===== src/rtl/ctr_fault_pkg.sv =====
// constants and carrier types for the two-channel counter fault/caution status block
// assumes the counting datapaths report fault conditions as same-clock levels
package ctr_fault_pkg;

   // ----------------------------------------------------------------
   // status codes, decimal values written in hex
   // ----------------------------------------------------------------
   localparam logic [15:0] CODE_NORMAL    = 16'h0000; // 0
   localparam logic [15:0] CH1_LIN_CODE   = 16'h0c1c; // 3100
   localparam logic [15:0] CH2_LIN_CODE   = 16'h1004; // 4100
   localparam logic [15:0] CH1_PULSE_CODE = 16'h0c80; // 3200
   localparam logic [15:0] CH2_PULSE_CODE = 16'h1068; // 4200
   localparam logic [15:0] CH1_SAMP_CODE  = 16'h0bea; // 3050
   localparam logic [15:0] CH2_SAMP_CODE  = 16'h0fd2; // 4050

   // ----------------------------------------------------------------
   // sampling count bounds and reset values
   // ----------------------------------------------------------------
   localparam logic [31:0] SAMP_MAX       = 32'h7fffffff;
   localparam logic [31:0] SAMP_MIN       = 32'h80000000;
   localparam logic [31:0] SAMP_RESET     = 32'h00000000;
   localparam logic        FLAG_RESET     = 1'b0;

   // ----------------------------------------------------------------
   // carriers
   // ----------------------------------------------------------------
   typedef struct packed {
      logic lin_ovf;    // linear current value left signed 32-bit range
      logic pulse_ovf;  // measured pulse beyond measurable span
   } fault_cond_t;

   typedef struct packed {
      logic        fault_flag;
      logic        caution_flag;
      logic [15:0] fault_code;
      logic [15:0] caution_code;
   } ch_status_t;

endpackage : ctr_fault_pkg


===== src/rtl/ctr_fault_status.sv =====
// two-channel fault and caution status logic for a high-speed counter
// assumes all inputs come from logic on core_clk_i; no synchronisers needed
//
// Operation
// any channel fault lights the shared i/o error indicator
// fault sets channel fault flag and stores its decimal code
// channel clear command drops the fault flag
// channel clear command returns the fault code to zero, normal
// linear range overflow stores 3100/4100 and halts that channel's linear counting
// pulse span overflow stores 3200/4200 and halts pulse measurement
// software recovers pulse overflow by re-presenting target or restarting measurement
// software recovers linear overflow by presetting a new counter value
// a pending fault code is never overwritten by a later fault
// clear while cause persists detects and stores the fault again
// software removes the cause before issuing the clear command
// caution sets channel caution flag and stores its decimal code
// a caution never halts channel operation
// caution code always takes the latest caution
// channel clear command also drops the caution flag
// channel clear command also zeroes the caution code
// sampling overflow stores 3050/4050, saturates at the bound, keeps counting
// caution clear while cause persists detects and stores it again
// each channel keeps fully independent status
`timescale 1ns/1ps
// ------------------------------------------------------------------
// one channel
// ------------------------------------------------------------------
module ctr_fault_channel #(
   parameter logic [15:0] LIN_CODE   = 16'h0000,
   parameter logic [15:0] PULSE_CODE = 16'h0000,
   parameter logic [15:0] SAMP_CODE  = 16'h0000
) (
   // clock and reset
   input  wire logic                      core_clk_i,
   input  wire logic                      reset_n_i,
   input  wire logic                      ce_i,
   // conditions and commands
   input  wire ctr_fault_pkg::fault_cond_t cond_i,
   input  wire logic                      clear_cmd_i,
   input  wire logic                      preset_i,
   input  wire logic                      pulse_restart_i,
   input  wire logic                      samp_valid_i,
   input  wire logic [32:0]               samp_raw_i,
   // status
   output ctr_fault_pkg::ch_status_t      status_o,
   output logic                           lin_halt_o,
   output logic                           pulse_halt_o,
   output logic [31:0]                    samp_value_o
);
   ctr_fault_pkg::ch_status_t status_r;
   logic                      lin_halt_r;
   logic                      pulse_halt_r;
   logic [31:0]               samp_value_r;
   logic                      any_fault;
   logic                      samp_ovf;
   logic [15:0]               fault_new_code;
   assign any_fault      = cond_i.lin_ovf | cond_i.pulse_ovf;
   // linear overflow takes precedence when both arrive together
   assign fault_new_code = cond_i.lin_ovf ? LIN_CODE : PULSE_CODE;
   // out of signed 32-bit range when the two top bits of the wide value disagree
   assign samp_ovf       = samp_valid_i & (samp_raw_i[32] ^ samp_raw_i[31]);
   // ----------------------------------------------------------------
   // fault flag and code
   // ----------------------------------------------------------------
   always_ff @(posedge core_clk_i or negedge reset_n_i) begin
      if (!reset_n_i) begin
         status_r.fault_flag <= ctr_fault_pkg::FLAG_RESET;
         status_r.fault_code <= ctr_fault_pkg::CODE_NORMAL;
      end else if (ce_i) begin
         // flag and code on fault
         // set wins over clear, persistent cause re-detected
         if (any_fault && (!status_r.fault_flag || clear_cmd_i)) begin
            status_r.fault_flag <= 1'b1;
            status_r.fault_code <= fault_new_code;
         // clear drops flag
         // clear zeroes code
         end else if (clear_cmd_i) begin
            status_r.fault_flag <= 1'b0;
            status_r.fault_code <= ctr_fault_pkg::CODE_NORMAL;
         end
         // otherwise the first code stands
      end
   end
   // ----------------------------------------------------------------
   // caution flag and code
   // ----------------------------------------------------------------
   always_ff @(posedge core_clk_i or negedge reset_n_i) begin
      if (!reset_n_i) begin
         status_r.caution_flag <= ctr_fault_pkg::FLAG_RESET;
         status_r.caution_code <= ctr_fault_pkg::CODE_NORMAL;
      end else if (ce_i) begin
         // flag and code on caution
         // always the latest code
         // set wins over clear
         if (samp_ovf) begin
            status_r.caution_flag <= 1'b1;
            status_r.caution_code <= SAMP_CODE;
         // clear drops caution flag
         // clear zeroes caution code
         end else if (clear_cmd_i) begin
            status_r.caution_flag <= 1'b0;
            status_r.caution_code <= ctr_fault_pkg::CODE_NORMAL;
         end
      end
   end
   // ----------------------------------------------------------------
   // halts; only faults stop anything
   // ----------------------------------------------------------------
   always_ff @(posedge core_clk_i or negedge reset_n_i) begin
      if (!reset_n_i) begin
         lin_halt_r <= 1'b0;
      end else if (ce_i) begin
         // linear overflow halts this channel's linear counting
         if (cond_i.lin_ovf) begin
            lin_halt_r <= 1'b1;
         // preset releases the halt
         end else if (preset_i) begin
            lin_halt_r <= 1'b0;
         end
      end
   end
   always_ff @(posedge core_clk_i or negedge reset_n_i) begin
      if (!reset_n_i) begin
         pulse_halt_r <= 1'b0;
      end else if (ce_i) begin
         // span overflow halts measurement
         if (cond_i.pulse_ovf) begin
            pulse_halt_r <= 1'b1;
         // restart releases the halt
         end else if (pulse_restart_i) begin
            pulse_halt_r <= 1'b0;
         end
      end
   end
   // ----------------------------------------------------------------
   // sampling value with saturation
   // ----------------------------------------------------------------
   always_ff @(posedge core_clk_i or negedge reset_n_i) begin
      if (!reset_n_i) begin
         samp_value_r <= ctr_fault_pkg::SAMP_RESET;
      end else if (ce_i && samp_valid_i) begin
         // saturate at the exceeded bound, no halt
         // caution leaves counting running
         if (samp_ovf) begin
            samp_value_r <= samp_raw_i[32] ? ctr_fault_pkg::SAMP_MIN : ctr_fault_pkg::SAMP_MAX;
         end else begin
            samp_value_r <= samp_raw_i[31:0];
         end
      end
   end
   assign status_o     = status_r;
   assign lin_halt_o   = lin_halt_r;
   assign pulse_halt_o = pulse_halt_r;
   assign samp_value_o = samp_value_r;
endmodule : ctr_fault_channel
// ------------------------------------------------------------------
// top: two channels and the shared indicator
// ------------------------------------------------------------------
module ctr_fault_status (
   // clock and reset
   input  wire logic                       core_clk_i,
   input  wire logic                       reset_n_i,
   input  wire logic                       ce_i,
   // channel 1 conditions and commands
   input  wire ctr_fault_pkg::fault_cond_t ch1_cond_i,
   input  wire logic                       ch1_fault_clear_cmd_i,
   input  wire logic                       ch1_preset_i,
   input  wire logic                       ch1_pulse_restart_i,
   input  wire logic                       ch1_samp_valid_i,
   input  wire logic [32:0]                ch1_samp_raw_i,
   // channel 2 conditions and commands
   input  wire ctr_fault_pkg::fault_cond_t ch2_cond_i,
   input  wire logic                       ch2_fault_clear_cmd_i,
   input  wire logic                       ch2_preset_i,
   input  wire logic                       ch2_pulse_restart_i,
   input  wire logic                       ch2_samp_valid_i,
   input  wire logic [32:0]                ch2_samp_raw_i,
   // channel 1 status
   output logic                            ch1_fault_flag_o,
   output logic                            ch1_caution_flag_o,
   output logic [15:0]                     ch1_fault_code_word_o,
   output logic [15:0]                     ch1_caution_code_word_o,
   output logic                            ch1_lin_halt_o,
   output logic                            ch1_pulse_halt_o,
   output logic [31:0]                     ch1_samp_value_o,
   // channel 2 status
   output logic                            ch2_fault_flag_o,
   output logic                            ch2_caution_flag_o,
   output logic [15:0]                     ch2_fault_code_word_o,
   output logic [15:0]                     ch2_caution_code_word_o,
   output logic                            ch2_lin_halt_o,
   output logic                            ch2_pulse_halt_o,
   output logic [31:0]                     ch2_samp_value_o,
   // shared indicator
   output logic                            io_err_o
);
   ctr_fault_pkg::ch_status_t st1;
   ctr_fault_pkg::ch_status_t st2;
   // separate instances, no shared state
   ctr_fault_channel #(
      .LIN_CODE   (ctr_fault_pkg::CH1_LIN_CODE),
      .PULSE_CODE (ctr_fault_pkg::CH1_PULSE_CODE),
      .SAMP_CODE  (ctr_fault_pkg::CH1_SAMP_CODE)
   ) u_ch1 (
      .core_clk_i      (core_clk_i),
      .reset_n_i       (reset_n_i),
      .ce_i            (ce_i),
      .cond_i          (ch1_cond_i),
      .clear_cmd_i     (ch1_fault_clear_cmd_i),
      .preset_i        (ch1_preset_i),
      .pulse_restart_i (ch1_pulse_restart_i),
      .samp_valid_i    (ch1_samp_valid_i),
      .samp_raw_i      (ch1_samp_raw_i),
      .status_o        (st1),
      .lin_halt_o      (ch1_lin_halt_o),
      .pulse_halt_o    (ch1_pulse_halt_o),
      .samp_value_o    (ch1_samp_value_o)
   );
   ctr_fault_channel #(
      .LIN_CODE   (ctr_fault_pkg::CH2_LIN_CODE),
      .PULSE_CODE (ctr_fault_pkg::CH2_PULSE_CODE),
      .SAMP_CODE  (ctr_fault_pkg::CH2_SAMP_CODE)
   ) u_ch2 (
      .core_clk_i      (core_clk_i),
      .reset_n_i       (reset_n_i),
      .ce_i            (ce_i),
      .cond_i          (ch2_cond_i),
      .clear_cmd_i     (ch2_fault_clear_cmd_i),
      .preset_i        (ch2_preset_i),
      .pulse_restart_i (ch2_pulse_restart_i),
      .samp_valid_i    (ch2_samp_valid_i),
      .samp_raw_i      (ch2_samp_raw_i),
      .status_o        (st2),
      .lin_halt_o      (ch2_lin_halt_o),
      .pulse_halt_o    (ch2_pulse_halt_o),
      .samp_value_o    (ch2_samp_value_o)
   );
   assign ch1_fault_flag_o        = st1.fault_flag;
   assign ch1_caution_flag_o      = st1.caution_flag;
   assign ch1_fault_code_word_o   = st1.fault_code;
   assign ch1_caution_code_word_o = st1.caution_code;
   assign ch2_fault_flag_o        = st2.fault_flag;
   assign ch2_caution_flag_o      = st2.caution_flag;
   assign ch2_fault_code_word_o   = st2.fault_code;
   assign ch2_caution_code_word_o = st2.caution_code;
   // indicator follows any pending fault; cautions do not light it
   assign io_err_o = st1.fault_flag | st2.fault_flag;
endmodule : ctr_fault_status


===== config.mk =====
export PLATFORM = sky130hd
export DESIGN_NAME = ctr_fault_status
export DESIGN_NICKNAME = d
export VERILOG_FILES = /design/src/rtl/ctr_fault_pkg.sv /design/src/rtl/ctr_fault_status.sv
export SDC_FILE = /design/constraint.sdc
export NUM_CORES = 1
export LEC_CHECK = 0
export ABC_AREA = 1
export ABC_CLOCK_PERIOD_IN_PS = 1000
export BUFFER_PORTS_ARGS = -buffer_cell sky130_fd_sc_hd__buf_2
export CAP_MARGIN = 25
export CORE_MARGIN = 2
export CORE_UTILIZATION = 45
export CTS_BUF_LIST = sky130_fd_sc_hd__clkbuf_8
export DETAILED_ROUTE_END_ITERATION = 7
export HOLD_SLACK_MARGIN = 0.05
export PLACE_DENSITY = 0.86
export SYNTH_ARGS = -nofsm -noshare
export SYNTH_HDL_FRONTEND = slang
export SYNTH_SLANG_ARGS = --single-unit

===== constraint.sdc =====
create_clock -name core_clk_i -period 1 [get_ports core_clk_i]
set_input_delay 0.05 -clock core_clk_i [delete_from_list [all_inputs] [get_ports core_clk_i]]
set_output_delay 0.05 -clock core_clk_i [all_outputs]
set_load 0.02 [all_outputs]

# Yosys cells after proc, flatten, opt, wreduce, memory -nomap -nowiden

Index checks and enable logic that the tools add are counted.

Multipliers: 0
Reductions and logical operators: 24
Multiplexer cells: 26
Shift-type cells: 0
Order comparisons: 0
$add $sub $neg: 0
Bitwise gates (word level): 7
Divide/modulo/power cells: 0
Eq/ne operators: 0

Operator list:

| kind              | count |
|---|---|
| $mux 32           | 4 |
| $mux 16           | 6 |
| $reduce_and 2->1  | 8 |
| $reduce_bool 2->1 | 8 |
| $mux 1            | 14 |
| $mux 8            | 1 |
| $mux 7            | 1 |
| $logic_and 1x1->1 | 4 |
| $or 1x1->1        | 3 |
| $and 1x1->1       | 2 |
| $logic_not 1->1   | 2 |
| $logic_or 1x1->1  | 2 |
| $xor 1x1->1       | 2 |

RAM bits: 0
ROM bits: 0
Memories: 0
Register bits: 136
Latch bits: 0

# Longest topological paths before layout

Depth in word-level cells: 5
Gate-level depth with buffers: 7
Gate-level depth less buffers: 7

# By module

From an unflattened synthesis, not the netlist that was laid out.

Cells, all modules: 413
Area, all modules: 3749.8 um2

Modules (own cells, without submodules):

| module            | instances | sequential area each (um2) | cells an instance | area an instance (um2) |
|---|---|---|---|---|
| ctr_fault_channel | 2         | 950.9                      | 205               | 1869.3 |
| ctr_fault_status  | 1         | 0.0                        | 3                 | 11.3 |

# Least setup slack after synthesis

Ideal clock, no wire load.

Kind: flip-flop to flip-flop
Start point: register u_ch1.status_o[26] (netlist name)
End point: register u_ch1.status_r, in the netlist u_ch1.status_o[20]
Library setup time: 0.117 ns
Data arrival time: 0.856 ns
Path slack: 0.027 ns
Cell stages (with the launch flop): 7
Data required time: 0.883 ns
Path through: dfrtp_1 nand2_1 nand2_1 nand2_1 nand2_1 nand2_1 nand2_1

RTL lines:

| what      | line                   | source |
|---|---|---|
| to (decl) | ctr_fault_status.sv:50 | `ctr_fault_pkg::ch_status_t status_r;` |

==> run summary <==
final clock skew = 0.006241 ns
Power Density = 1678 nW/um2
clk sinks = 76
Unique masters post-synth = 18
PortBufs = 180
Pleak = 2.876 nW
clock root buffer = clkbuf_8
final period utilization = 1.171
remaining global-route overflow = 0
Peak supply drop = 897.9 uV
gr usage total = 0.2442
dpl ws = 0.03272 ns
clk_lat worst skew = 0.33 ns
hold_ws = 0.08090 ns
type of the tightest min-delay check = input pin to register
crit-path max cell delay = 0.41 ns
antenna violations before repair = 0
core area = 7727 um2
maximum clock rate = 854.0 MHz
WP data required = 0.95 ns
final WL = 11.21 mm
Die X-Extent = 93.41 um
DRC = 0
Initial Util = 0.4655
synthesized netlist cell count = 415
I/O pins = 218
Max Slew Vio Count = 0
Final GP Congestion = 0.7818
Clock Pin Slew Worst Setup and Hold Paths = 0.09 ns
die area = 8724 um2
Synth Register Bits = 76
crit path cell chain = or2_4, buf_6
drt initial violations = 167
Mean Syn Cell Area = 8.668 um2
FP Rows = 32
H-tree depth = 3
Design Area, Final = 5608 um2
largest net degree at the start of global routing = 77
Slowest-stage cell, CP = dfrtp_1
vias in the first global route = 3564
RSZ-0062 raised after global routing = yes
crit start category = register
Post-Route Setup TNS = -1.758 ns
Layout Nets = 740
DRT Pass-1 Iters = 4
failing checks = setup timing
post-layout util = 0.7257
dpl cell area = 4355 um2
max cap viols = 0
CTS buffer count = 9
first-pass GRT wire length = 16.44 mm
Final Hold Vio Count = 0
CTS tree = built
maximum fanout along the worst path = 2
DRT antenna net count = 0
post-route insts no fill = 767
Layout area overhead = 55.90%
critical path class = register to output port
netlist area before placement = 3597 um2
warnings from Yosys = 0
crit path DAT = 1.12 ns
drt wl/cell = 14.62 um
vias after detailed routing = 3611
status = finished with violations
final setup margin = -0.1710 ns
# setup viols final = 25
Die H = 93.41 um
Clock Tree Buf Depth = 2
minimum clock period = 1.171 ns
placed cell count = 664
share of layout cells above drive strength 1 = 0.3509
dpl hpwl = 6.195 mm
sequential share of the synthesized area = 0.5287
DR vias/cell = 4.708
Worst setup EP type = output port
total design power = 9.411 mW
## layer usage
layer  GRT usage  share of wire  wire length [um]  up-vias
met3     0.05721          0.070               783       27
met4      0.1091          0.025               282        0
met5           0              0                 0        -
met1      0.2593           0.35              3956     1699
met2      0.4550           0.55              6187      191
li1            -              -                 -     1694
## logic make-up (layout without fill, tap and decap cells)
group	Yosys count	after routing	synth area share
AND/OR/NAND/NOR	175	175	0.1906
buffers and inverters	92	305	0.1767
flip-flops	76	76	0.5287
AO/OA/AOI/OAI	71	71	0.1030
other	1	38	0.001042
## worst max-delay path: cells and delay by family (launching register included)
kind                   cells  cell delay, ns
buffers and inverters      1            0.13
DFF                        1            0.41
and+or+nand+nor            1            0.25
## cell usage after synthesis (all sizes together)
| cell | count | area (um2) |
|---|---|---|
| nand2 | 104 | 395.4 |
| buf | 80 | 590.6 |
| dfrtp | 76 | 1902 |
| a21oi | 67 | 350.3 |
| nor2 | 62 | 232.7 |
| inv | 12 | 45.05 |
| nand3 | 7 | 45.04 |
| o21ai | 4 | 20.02 |
| conb | 1 | 3.750 |
| nand4 | 1 | 6.260 |
| or2 | 1 | 6.260 |
## report_power, final
part           switching (mW)  internal (mW)
logic                    1.80           1.29
registers               0.270           3.51
clock network            1.14           1.40
total                    3.21           6.20
## registers in the layout, summed over array words and instances, names as in the netlist
name and count:
u_ch1.pulse_halt_o 1, u_ch2.status_o 4, u_ch1.status_o 4, u_ch1.samp_value_o 32, u_ch2.pulse_halt_o 1, u_ch1.lin_halt_o 1, u_ch2.samp_value_o 32, u_ch2.lin_halt_o 1
## cells in the final DEF (no fill, tap or decap)
| master | synthesis | layout |
|---|---|---|
| nand4_1 | 1 | 1 |
| nand2_1 | 102 | 101 |
| clkinv_4 | 0 | 1 |
| buf_12 | 0 | 8 |
| dfrtp_2 | 0 | 3 |
| inv_1 | 10 | 10 |
| conb_1 | 1 | 37 |
| buf_6 | 0 | 30 |
| diode_2 | 0 | 1 |
| bufinv_16 | 0 | 2 |
| clkinvlp_4 | 0 | 1 |
| a21oi_4 | 1 | 1 |
| or2_4 | 0 | 1 |
| nand2_2 | 2 | 3 |
| buf_4 | 76 | 17 |
| o21ai_0 | 2 | 2 |
| buf_2 | 4 | 148 |
| a21oi_1 | 65 | 65 |
| inv_2 | 2 | 2 |
| nor2_1 | 62 | 62 |
| clkinv_2 | 0 | 3 |
| dfrtp_1 | 76 | 73 |
| nand3_2 | 2 | 3 |
| nand3_1 | 5 | 4 |
| o21ai_1 | 2 | 2 |
| clkbuf_8 | 0 | 9 |
| dlygate4sd3_1 | 0 | 74 |
| a21oi_2 | 1 | 1 |
## path summary, 6_finish.rpt
check | slack, ns | from | endpoint | depth (start not counted)
worst max-delay path | -0.17 | u_ch2.status_o[28] | io_err_o | 2
worst min-delay path | 0.08 | ch1_samp_valid_i | u_ch1.samp_value_o[31] | 3
worst max register to register | -0.03 | u_ch1.status_o[26] | u_ch1.status_o[20] | 7
worst min register to register | 0.48 | u_ch2.pulse_halt_o | u_ch2.pulse_halt_o | 2
max in group asynchronous | 0.38 | reset_n_i | u_ch2.status_o[10] | 3
min in group asynchronous | 0.28 | reset_n_i | u_ch2.samp_value_o[0] | 3
## what timing repair did
| item | in CTS | in global routing |
|---|---|---|
| hold buffers | 74 | 0 |
| resized for setup | 11 | 61 |
| hold endpoints to repair | 148 | 0 |
| pin swaps | 0 | 0 |
| setup buffers | 2 | 10 |
| setup endpoints to repair | 24 | 40 |
## area by class of cell
cell class	instances	area (um2)
multi-input combinational	283	1205
clock buffer	9	123.9
tap	102	127.6
inverter	12	45.04
antenna	1	2.502
clock inverter	7	91.34
timing repair buffer	277	2107
sequential	76	1906
fill	533	2120
Power figures use the tool's default switching activity.
